### src/logic/qns_regs.svh
`ifndef QNS_REGS_SVH
`define QNS_REGS_SVH
`define QNS_SUB_DEADLINE     4'h1
`define QNS_SUB_SETFEAT      4'h5
`define QNS_SUB_HI           3
`define QNS_SUB_LO           0
`define QNS_BIT_WSTRICT      4
`define QNS_BIT_RSTRICT      5
`define QNS_TAG_HI           7
`define QNS_TAG_LO           3
`define QNS_PRIORITY_CLASS_ISOCH       2'h1
`define QNS_ERR_ABORT_BIT    2
`define QNS_STS_BUSY_BIT     7
`define QNS_STS_READY_BIT    6
`define QNS_STS_DRQ_BIT      3
`define QNS_STS_ERR_BIT      0
`define QNS_STS_IDLE         8'h40
`define QNS_ERR_NONE         8'h00
`define QNS_STS_RESET        8'h40
`endif

### src/logic/qns_pkg.sv
package qns_pkg;
  typedef struct packed {
    logic [7:0] feat_cur;
    logic [7:0] feat_prev;
    logic [7:0] scnt_cur;
    logic [7:0] scnt_prev;
    logic [7:0] snum_cur;
    logic [7:0] chigh_cur;
  } qns_cmd_t;
  typedef struct packed {
    logic [7:0] feature;
    logic [7:0] lba_lo;
    logic [7:0] lba_hi;
  } qns_setfeat_t;
  typedef struct packed {
    logic        is_write;
    logic [1:0]  priority_class;
    logic [4:0]  tag;
  } qns_io_t;
endpackage : qns_pkg

### src/logic/qns_handler.sv
`timescale 1ns/1ps
// What this block does
// - Feature nibble 1h selects deadline handling
// - Supported deadline handling completes without error
// - Success sends set device bits completion
// - Abort deadline handling when queuing disabled
// - Abort when target tag equals own tag
// - Abort when target tag is invalid
// - Abort on unsupported abort type parameter
// - Write strict clear lets writes overrun limit
// - Write strict set: overrun aborts all outstanding
// - Write strict applies only to isochronous writes
// - Read strict clear lets reads overrun limit
// - Read strict set: overrun aborts all outstanding
// - Read strict applies only to isochronous reads
// - Feature nibble 5h selects queued set features
// - Completion notice sets interrupt and per-tag bits
// - Success reports error flag zero, error zero
// - Early error sends register FIS with error
`include "qns_regs.svh"
module qns_handler #(
  parameter int unsigned MAX_TAG = 31
) (
  input  wire logic                   clk,
  input  wire logic                   sys_rst,
  input  wire logic                   clk_en,
  input  wire logic                   ncq_enabled,
  input  wire logic                   abort_type_ok,
  input  wire logic                   cmd_valid,
  input  wire qns_pkg::qns_cmd_t      cmd,
  input  wire logic                   io_done,
  input  wire qns_pkg::qns_io_t       io_info,
  input  wire logic                   io_late,
  input  wire logic                   notify_ready,
  output logic                        cmd_busy,
  output logic [7:0]                  command_status_flags,
  output logic [7:0]                  command_error_flags,
  output logic                        sdb_valid,
  output logic                        sdb_interrupt,
  output logic [31:0]                 sdb_act,
  output logic                        d2h_valid,
  output logic                        abort_all,
  output logic                        write_deadline_strict,
  output logic                        read_deadline_strict,
  output logic                        setfeat_valid,
  output qns_pkg::qns_setfeat_t       setfeat
);
  import qns_pkg::*;

  logic [4:0]   tag;
  logic [4:0]   target_queue_tag;
  logic [3:0]   sub;

  logic         rej_ncq_off;
  logic         rej_self_tag;
  logic         rej_bad_tag;
  logic         rej_abort_type;
  logic         reject;

  logic         cmd_take;
  logic         cmd_finish;
  logic         finish_ok;
  logic         notify_fire;
  logic [31:0]  done_mask;
  logic         late_isoch;

  logic [31:0]  pend_reg;
  logic [31:0]  pend_next;
  logic [31:0]  act_reg;
  logic [31:0]  act_next;
  logic         sdbv_reg;
  logic         sdbv_next;

  logic         busy_reg;
  logic         busy_next;
  logic         d2h_reg;
  logic         d2h_next;
  logic [7:0]   sts_reg;
  logic [7:0]   sts_next;
  logic [7:0]   err_reg;
  logic [7:0]   err_next;

  logic         abt_reg;
  logic         abt_next;
  logic         ws_reg;
  logic         ws_next;
  logic         rs_reg;
  logic         rs_next;

  logic         sfv_reg;
  logic         sfv_next;
  qns_setfeat_t sf_reg;
  qns_setfeat_t sf_next;

  function automatic logic [31:0] tag_bit(input logic [4:0] t);
    tag_bit = 32'h1 << t;
  endfunction : tag_bit

  function automatic logic [7:0] bit_mask(input int unsigned pos);
    bit_mask = 8'(1 << pos);
  endfunction : bit_mask

  // Ready always shows; busy and error are the only bits this block moves
  function automatic logic [7:0] status_word(input logic busy, input logic err);
    status_word = `QNS_STS_IDLE;
    if (busy) status_word = status_word | bit_mask(`QNS_STS_BUSY_BIT);
    if (err) status_word = status_word | bit_mask(`QNS_STS_ERR_BIT);
  endfunction : status_word

  // Tags above the queue depth cannot name an outstanding command
  function automatic logic tag_in_range(input logic [4:0] t);
    tag_in_range = 32'(t) <= MAX_TAG;
  endfunction : tag_in_range

  // Set features has no checks of its own; deadline handling must pass all four
  function automatic logic sub_ok(input logic [3:0] s, input logic rej);
    sub_ok = (s == `QNS_SUB_DEADLINE && !rej) || (s == `QNS_SUB_SETFEAT);
  endfunction : sub_ok

  assign tag              = cmd.scnt_cur[`QNS_TAG_HI:`QNS_TAG_LO];
  assign target_queue_tag = cmd.snum_cur[`QNS_TAG_HI:`QNS_TAG_LO];
  assign sub              = cmd.feat_cur[`QNS_SUB_HI:`QNS_SUB_LO];

  // Abort type support is one input; the block does not decode the type itself
  assign rej_ncq_off      = !ncq_enabled;
  assign rej_self_tag     = (target_queue_tag == tag);
  assign rej_bad_tag      = !tag_in_range(target_queue_tag);
  assign rej_abort_type   = !abort_type_ok;
  assign reject           = rej_ncq_off | rej_self_tag | rej_bad_tag | rej_abort_type;

  assign cmd_take         = cmd_valid && !busy_reg;
  assign cmd_finish       = busy_reg;
  assign finish_ok        = cmd_finish && sub_ok(sub, reject);
  assign notify_fire      = !sdbv_reg && notify_ready && (pend_reg != 32'h0);
  assign done_mask        = io_done ? tag_bit(io_info.tag) : 32'h0;
  assign late_isoch       = io_done && io_late && (io_info.priority_class == `QNS_PRIORITY_CLASS_ISOCH);

  // A late isochronous transfer under the strict flag for its direction poisons the whole queue
  always_comb begin
    abt_next = 1'b0;
    if (late_isoch) begin
      if (io_info.is_write) begin
        abt_next = ws_reg;
      end else begin
        abt_next = rs_reg;
      end
    end
  end

  always_ff @(posedge clk) begin
    if (sys_rst) begin
      abt_reg <= 1'b0;
    end else if (clk_en) begin
      abt_reg <= abt_next;
    end
  end

  always_comb begin
    busy_next = busy_reg;
    d2h_next  = 1'b0;
    if (cmd_take) begin
      busy_next = 1'b1;
    end else if (cmd_finish) begin
      busy_next = 1'b0;
      // Error found while still busy, so a register FIS carries it
      d2h_next  = !finish_ok;
    end
  end

  always_ff @(posedge clk) begin
    if (sys_rst) begin
      busy_reg <= 1'b0;
      d2h_reg  <= 1'b0;
    end else if (clk_en) begin
      busy_reg <= busy_next;
      d2h_reg  <= d2h_next;
    end
  end

  always_comb begin
    sts_next = sts_reg;
    err_next = err_reg;
    if (cmd_take) begin
      sts_next = status_word(1'b1, 1'b0);
    end else if (finish_ok) begin
      sts_next = status_word(1'b0, 1'b0);
      err_next = `QNS_ERR_NONE;
    end else if (cmd_finish) begin
      sts_next = status_word(1'b0, 1'b1);
      err_next = bit_mask(`QNS_ERR_ABORT_BIT);
    end
  end

  always_ff @(posedge clk) begin
    if (sys_rst) begin
      sts_reg <= `QNS_STS_RESET;
      err_reg <= `QNS_ERR_NONE;
    end else if (clk_en) begin
      sts_reg <= sts_next;
      err_reg <= err_next;
    end
  end

  // Strict flags stay in force until the next deadline handling command that completes without error
  always_comb begin
    ws_next = ws_reg;
    rs_next = rs_reg;
    if (finish_ok && sub == `QNS_SUB_DEADLINE) begin
      ws_next = cmd.feat_cur[`QNS_BIT_WSTRICT];
      rs_next = cmd.feat_cur[`QNS_BIT_RSTRICT];
    end
  end

  always_ff @(posedge clk) begin
    if (sys_rst) begin
      ws_reg <= 1'b0;
      rs_reg <= 1'b0;
    end else if (clk_en) begin
      ws_reg <= ws_next;
      rs_reg <= rs_next;
    end
  end

  // Only the fields are handed on; the feature itself is acted on elsewhere
  always_comb begin
    sf_next  = sf_reg;
    sfv_next = 1'b0;
    if (cmd_finish && sub == `QNS_SUB_SETFEAT) begin
      sf_next.feature = cmd.feat_prev;
      sf_next.lba_lo  = cmd.scnt_prev;
      sf_next.lba_hi  = cmd.chigh_cur;
      sfv_next        = 1'b1;
    end
  end

  always_ff @(posedge clk) begin
    if (sys_rst) begin
      sfv_reg <= 1'b0;
      sf_reg  <= '0;
    end else if (clk_en) begin
      sfv_reg <= sfv_next;
      sf_reg  <= sf_next;
    end
  end

  // Notify batches all tags done since the last notice
  always_comb begin
    act_next  = act_reg;
    sdbv_next = 1'b0;
    if (notify_fire) begin
      sdbv_next = 1'b1;
      act_next  = pend_reg;
    end
  end

  always_ff @(posedge clk) begin
    if (sys_rst) begin
      sdbv_reg <= 1'b0;
      act_reg  <= 32'h0;
    end else if (clk_en) begin
      sdbv_reg <= sdbv_next;
      act_reg  <= act_next;
    end
  end

  // A tag finishing in the cycle of a notice must survive the clear
  always_comb begin
    pend_next = pend_reg | done_mask;
    if (notify_fire) begin
      pend_next = done_mask;
    end
    if (finish_ok) begin
      pend_next = pend_next | tag_bit(tag);
    end
  end

  always_ff @(posedge clk) begin
    if (sys_rst) begin
      pend_reg <= 32'h0;
    end else if (clk_en) begin
      pend_reg <= pend_next;
    end
  end

  assign cmd_busy              = busy_reg;
  assign command_status_flags  = sts_reg;
  assign command_error_flags   = err_reg;
  assign sdb_valid             = sdbv_reg;
  assign sdb_interrupt         = sdbv_reg;
  assign sdb_act               = act_reg;
  assign d2h_valid             = d2h_reg;
  assign abort_all             = abt_reg;
  assign write_deadline_strict = ws_reg;
  assign read_deadline_strict  = rs_reg;
  assign setfeat_valid         = sfv_reg;
  assign setfeat               = sf_reg;
endmodule : qns_handler

### config.mk
export PLATFORM = sky130hd
export DESIGN_NAME = qns_handler
export DESIGN_NICKNAME = d
export VERILOG_FILES = /design/src/logic/qns_pkg.sv /design/src/logic/qns_handler.sv
export VERILOG_INCLUDE_DIRS = /design/src /design/src/logic
export SDC_FILE = /design/constraint.sdc
export NUM_CORES = 1
export LEC_CHECK = 0
export BUFFER_PORTS_ARGS = -buffer_cell sky130_fd_sc_hd__buf_2
export CAP_MARGIN = 5
export CORE_MARGIN = 8
export CORE_UTILIZATION = 50
export DETAILED_ROUTE_END_ITERATION = 16
export HOLD_SLACK_MARGIN = 0.05
export PLACE_DENSITY = 0.78
export SLEW_MARGIN = 20
export SYNTH_ARGS = -nofsm -noshare
export SYNTH_HDL_FRONTEND = slang
export SYNTH_SLANG_ARGS = --single-unit
### constraint.sdc
create_clock -name clk -period 2.4 [get_ports clk]
set_clock_uncertainty 0.05 [all_clocks]
set_input_delay 0.48 -clock clk [delete_from_list [all_inputs] [get_ports clk]]
set_output_delay 0.48 -clock clk [all_outputs]
set_load 0.01 [all_outputs]
[Word-level counts from Yosys, hierarchy flattened]
Cells that the tools add are included.
Operators by class
  eq/ne operators: 4
  shift-type cells: 2
  muxes and demuxes: 15
  bitwise operators: 5
  reduce and logical (&&, ||, !) cells: 24
Operator list (count)
  $mux 32: 3
  $or 32x32->32: 2
  $shl 1x5->32 const A: 2
  $mux 8: 5
  $reduce_bool 32->1: 1
  $logic_and 1x1->1: 9
  $reduce_and 2->1: 4
  $mux 1: 7
  $logic_not 1->1: 6
  $eq 5x5->1: 1
  $eq 4x1->1 const B: 1
  $eq 4x3->1 const B: 1
  $reduce_and 3->1: 1
  $reduce_bool 3->1: 1
  $eq 2x1->1 const B: 1
  $or 1x1->1: 2
  $reduce_bool 2->1: 1
  $logic_or 1x1->1: 1
  $not 1->1: 1
Word-level totals
  register bits after elaboration: 111

[Logic depth before layout (Yosys ltp)]
  depth after elaboration: 10
  gate-level depth with buffers: 8

[Worst setup path after synthesis]
OpenSTA, ideal clock, no wires.
  path type: input -> register
  from: input cmd[30] (netlist name)
  to: register pend_reg[16]
  arrival: 1.595 ns
  required time: 2.224 ns
  setup slack: 0.629 ns
  cell stages on the path: 7
  path buffers: 2
  cell sequence: buf_2 -> xnor2_1 -> nand3_1 -> or3_1 -> o211ai_2 -> buf_4 -> o31ai_1
On the way
  longest elaborated chain between the ends: 8
Ends and longest elaborated chain
  start, declared: RTL line qns_handler.sv:30  | input wire qns_pkg::qns_cmd_t cmd,
  $eq 5x5->1: RTL line qns_handler.sv:126  | assign rej_self_tag = (target_queue_tag == tag);
  $or 1x1->1 (2 in series): RTL line qns_handler.sv:129  | assign reject = rej_ncq_off | rej_self_tag | rej_bad_tag | rej_abort_type;
  $logic_not 1->1: RTL line qns_handler.sv:117  | sub_ok = (s == `QNS_SUB_DEADLINE && !rej) || (s == `QNS_SUB_SETFEAT);
  $logic_and 1x1->1: RTL line qns_handler.sv:117
  $logic_or 1x1->1: RTL line qns_handler.sv:117
  $logic_and 1x1->1: RTL line qns_handler.sv:133  | assign finish_ok = cmd_finish && sub_ok(sub, reject);
  $mux 32 (*): RTL line qns_handler.sv:272  | if (finish_ok) begin
  end signal, assigned: RTL line qns_handler.sv:281  | pend_reg <= pend_next;
  end, declared: RTL line qns_handler.sv:67  | logic [31:0] pend_reg;
Every way passes the cells marked *; elsewhere a longest branch is shown, timed or not.
A chain may end at the register's enable or synchronous reset.

[Final worst setup path]
  from: register pend_reg[16]
  to: register act_reg[6], in the netlist sdb_act[6]
On the way
  longest elaborated chain between the ends: 3
Ends and longest elaborated chain
  $reduce_bool 32->1: RTL line qns_handler.sv:134  | assign notify_fire = !sdbv_reg && notify_ready && (pend_reg != 32'h0);
  $logic_and 1x1->1: RTL line qns_handler.sv:134
  $reduce_and 2->1 (no line)
  end signal, assigned: RTL line qns_handler.sv:262  | act_reg <= act_next;
  end, declared: RTL line qns_handler.sv:69  | logic [31:0] act_reg;
No other way between the ends.

==> impl_metrics.ini <==
[outcome]
outcome = completed

[global_route]
grt_usage = 0.2003
grt_pass1_vias = 3871
overflow = 0
grt_max_degree = 79
grt_pass1_wl_um = 18900
antenna_found_initial = 1

[timing]
slew_viol_final = 0
report.final.hold_viol_count = 0
fin_crit_ns = 2.034
max_freq_ghz = 0.4916
worstMarginPinSlew_ns = 0.5375
rsz0062_at_grt = no
finalSetupTns_ns = 0
timing.hold.ws_ns = 0.2974
period_share = 0.8475
max_slew_margin = 0.6389
finalSetupViolations = 0

[clocking]
ctsHoldBuffers = 0
clockRootBuffer = clkbuf_8
post_cts_resized = 0
cts_buffers = 9
path_clk_slew_ns = 0.09
cts_max_level = 3
cts_max_path_buffers = 2
clock-sinks = 98
clkLatencyLatePin_ns = 0.36
cts_tree = built
cts_setup_buffers = 0

[place]
dp_hpwl_um = 8403
numPortBuffers = 123
gp_congestion = 0.8376

[finish]
syn2layout_area_growth_pct = 18.91
drive_gt1_frac = 0.2641
layout.nets = 648

[yosys]
synth-seq-area-share = 0.4639
avgSynthCellArea_um2 = 8.866
ys_ff_latch = 98
async_reset_ff_frac = 0
synth_ff_type = dfxtp_1
synthDistinctLibCells = 37
synth-edff-count = 0
yosysWarnings = 0
netlist_instances = 477
synth_area_um2 = 4229

[worst_setup_path]
end_kind = flop
crit_arrival_ns = 2.27
path_max_fanout = 26
required_ns = 2.64
startpoint_type = flop
crit_type = reg -> reg
crit_chain = or4_1 > nor2_1 > a41o_2 > buf_12 > mux2i_1
critPathSlowestCell = or4_1
max_stage_delay_ns = 0.54

[power_and_ir_drop]
swShare = 0.2337
share_comb_of_total_power = 0.079
intPower_mw = 2.359
seq_power_share = 0.533
vdd_drop_max_v = 0.0003801
p_switching_mw = 0.7195
leakage_nw = 2.242
p_clk_frac = 0.388
power_density_nw_per_um2 = 612.2

[floorplanning]
coreArea_um2 = 8217
die_h_um = 108.0
io_pins = 145
rows = 33
fp.dieArea_um2 = 11660
start_util = 0.5147
die_width_um = 108.0

[drt]
routed_wl_um = 11630
wl_per_cell_um = 16.78
vias = 3815
drt_iter0_markers = 254
drc = 0
via_per_inst = 5.505
ant_nets = 0
firstDrtPassIters = 4

[hold_path]
min_path_type = in -> reg

[flow_run]
drv_cap = 0
==> per-layer routing <==
layer | part of all wire | wire length [um] | global-route usage
met5 | 0 | 0 | 0
met4 | 0.026 | 306 | 0.1021
met3 | 0.10 | 1177 | 0.07793
met2 | 0.47 | 5439 | 0.3191
met1 | 0.40 | 4705 | 0.2291
==> worst paths after layout <==
path / startpoint / endpoint / slack, ns / depth (start not counted)
setup / recovery: pend_reg[16] / sdb_act[6] / 0.37 / 5
hold / removal: cmd[2] / setfeat[2] / 0.30 / 3
setup reg to reg: pend_reg[16] / sdb_act[6] / 0.37 / 5
hold reg to reg: setfeat[9] / setfeat[9] / 0.41 / 2
==> worst max-delay path, delay by kind of cell (launching register included) <==
kind | cells | cell delay, ns
buffers and inverters | 1 | 0.25
muxes | 1 | 0.21
AOI/OAI and AO/OA | 1 | 0.40
and+or+nand+nor | 2 | 0.69
DFF | 1 | 0.34
==> cells in the final DEF, fill, tap and decap left out, types with 3 or more instances in the layout <==
cell      count
a32oi_1      32
mux2i_1      35
o31ai_1      32
nand3_1       3
or3_1         3
nor3_1        5
nand2_1     127
a21oi_1      31
conb_1       13
xnor2_1       5
buf_4         8
buf_2       123
clkbuf_8     11
nor4_1        7
nand3b_1      6
nor2_1       17
nand2b_1      4
dfxtp_1      98
==> metrics by stage <==
stage	power, mW	area [um2]	instances	utilization	setup WS (ns)
CTS	3.088	5026	692	0.6117	0.3774
detailed placement	1.916	4800	677	0.5841	0.3544
global route	3.183	5029	693	0.6120	0.2722
global placement	1.910	4800	677	0.5841	0.4205
finish	3.079	5029	693	0.6120	0.3659
floorplan	1.846	4270	488	-	0.6290
==> area by class of cell <==
class	instances	area, um2
Fill cell	724	3188
Multi-Input combinational cell	338	1979
Sequential cell	98	1962
Timing Repair Buffer	133	715.7
Clock buffer	11	151.4
Tap cell	105	131.4
Clock inverter	4	75.07
Inverter	3	11.26
Antenna cell	1	2.502
==> cells by family (layout without fill, tap and decap cells) <==
family | count (synthesis) | count (layout) | share of synthesized area
AO/OA/AOI/OAI | 100 | 100 | 0.1701
XOR/XNOR | 5 | 5 | 0.01035
buffers and inverters | 52 | 151 | 0.07811
flip-flops | 98 | 98 | 0.4639
multiplexers | 35 | 35 | 0.08284
other | 2 | 14 | 0.001776
AND/OR/NAND/NOR | 185 | 185 | 0.1929
==> power groups by stage <==
stage | sequential (mW) | clock (mW) | combinational (mW)
CTS | 1.64 | 1.21 | 0.239
global route | 1.64 | 1.28 | 0.264
finish | 1.64 | 1.20 | 0.242
floorplan | 1.68 | 0 | 0.165
detailed placement | 1.68 | 0 | 0.237
global placement | 1.68 | 0 | 0.232
==> synthesized netlist by cell type (all sizes together), types with 3 or more instances <==
cell | n | area share
nand2 | 127 | 0.11
dfxtp | 98 | 0.46
mux2i | 35 | 0.083
a32oi | 32 | 0.066
o31ai | 32 | 0.057
a21oi | 31 | 0.037
buf | 31 | 0.059
clkbuf | 18 | 0.016
nor2 | 17 | 0.015
nor4 | 8 | 0.013
nand3b | 6 | 0.011
nor3 | 5 | 0.0059
xnor2 | 5 | 0.010
nand2b | 4 | 0.0059
inv | 3 | 0.0027
nand3 | 3 | 0.0035
or3 | 3 | 0.0044
Note: power is estimated with default switching activity, not from simulation.
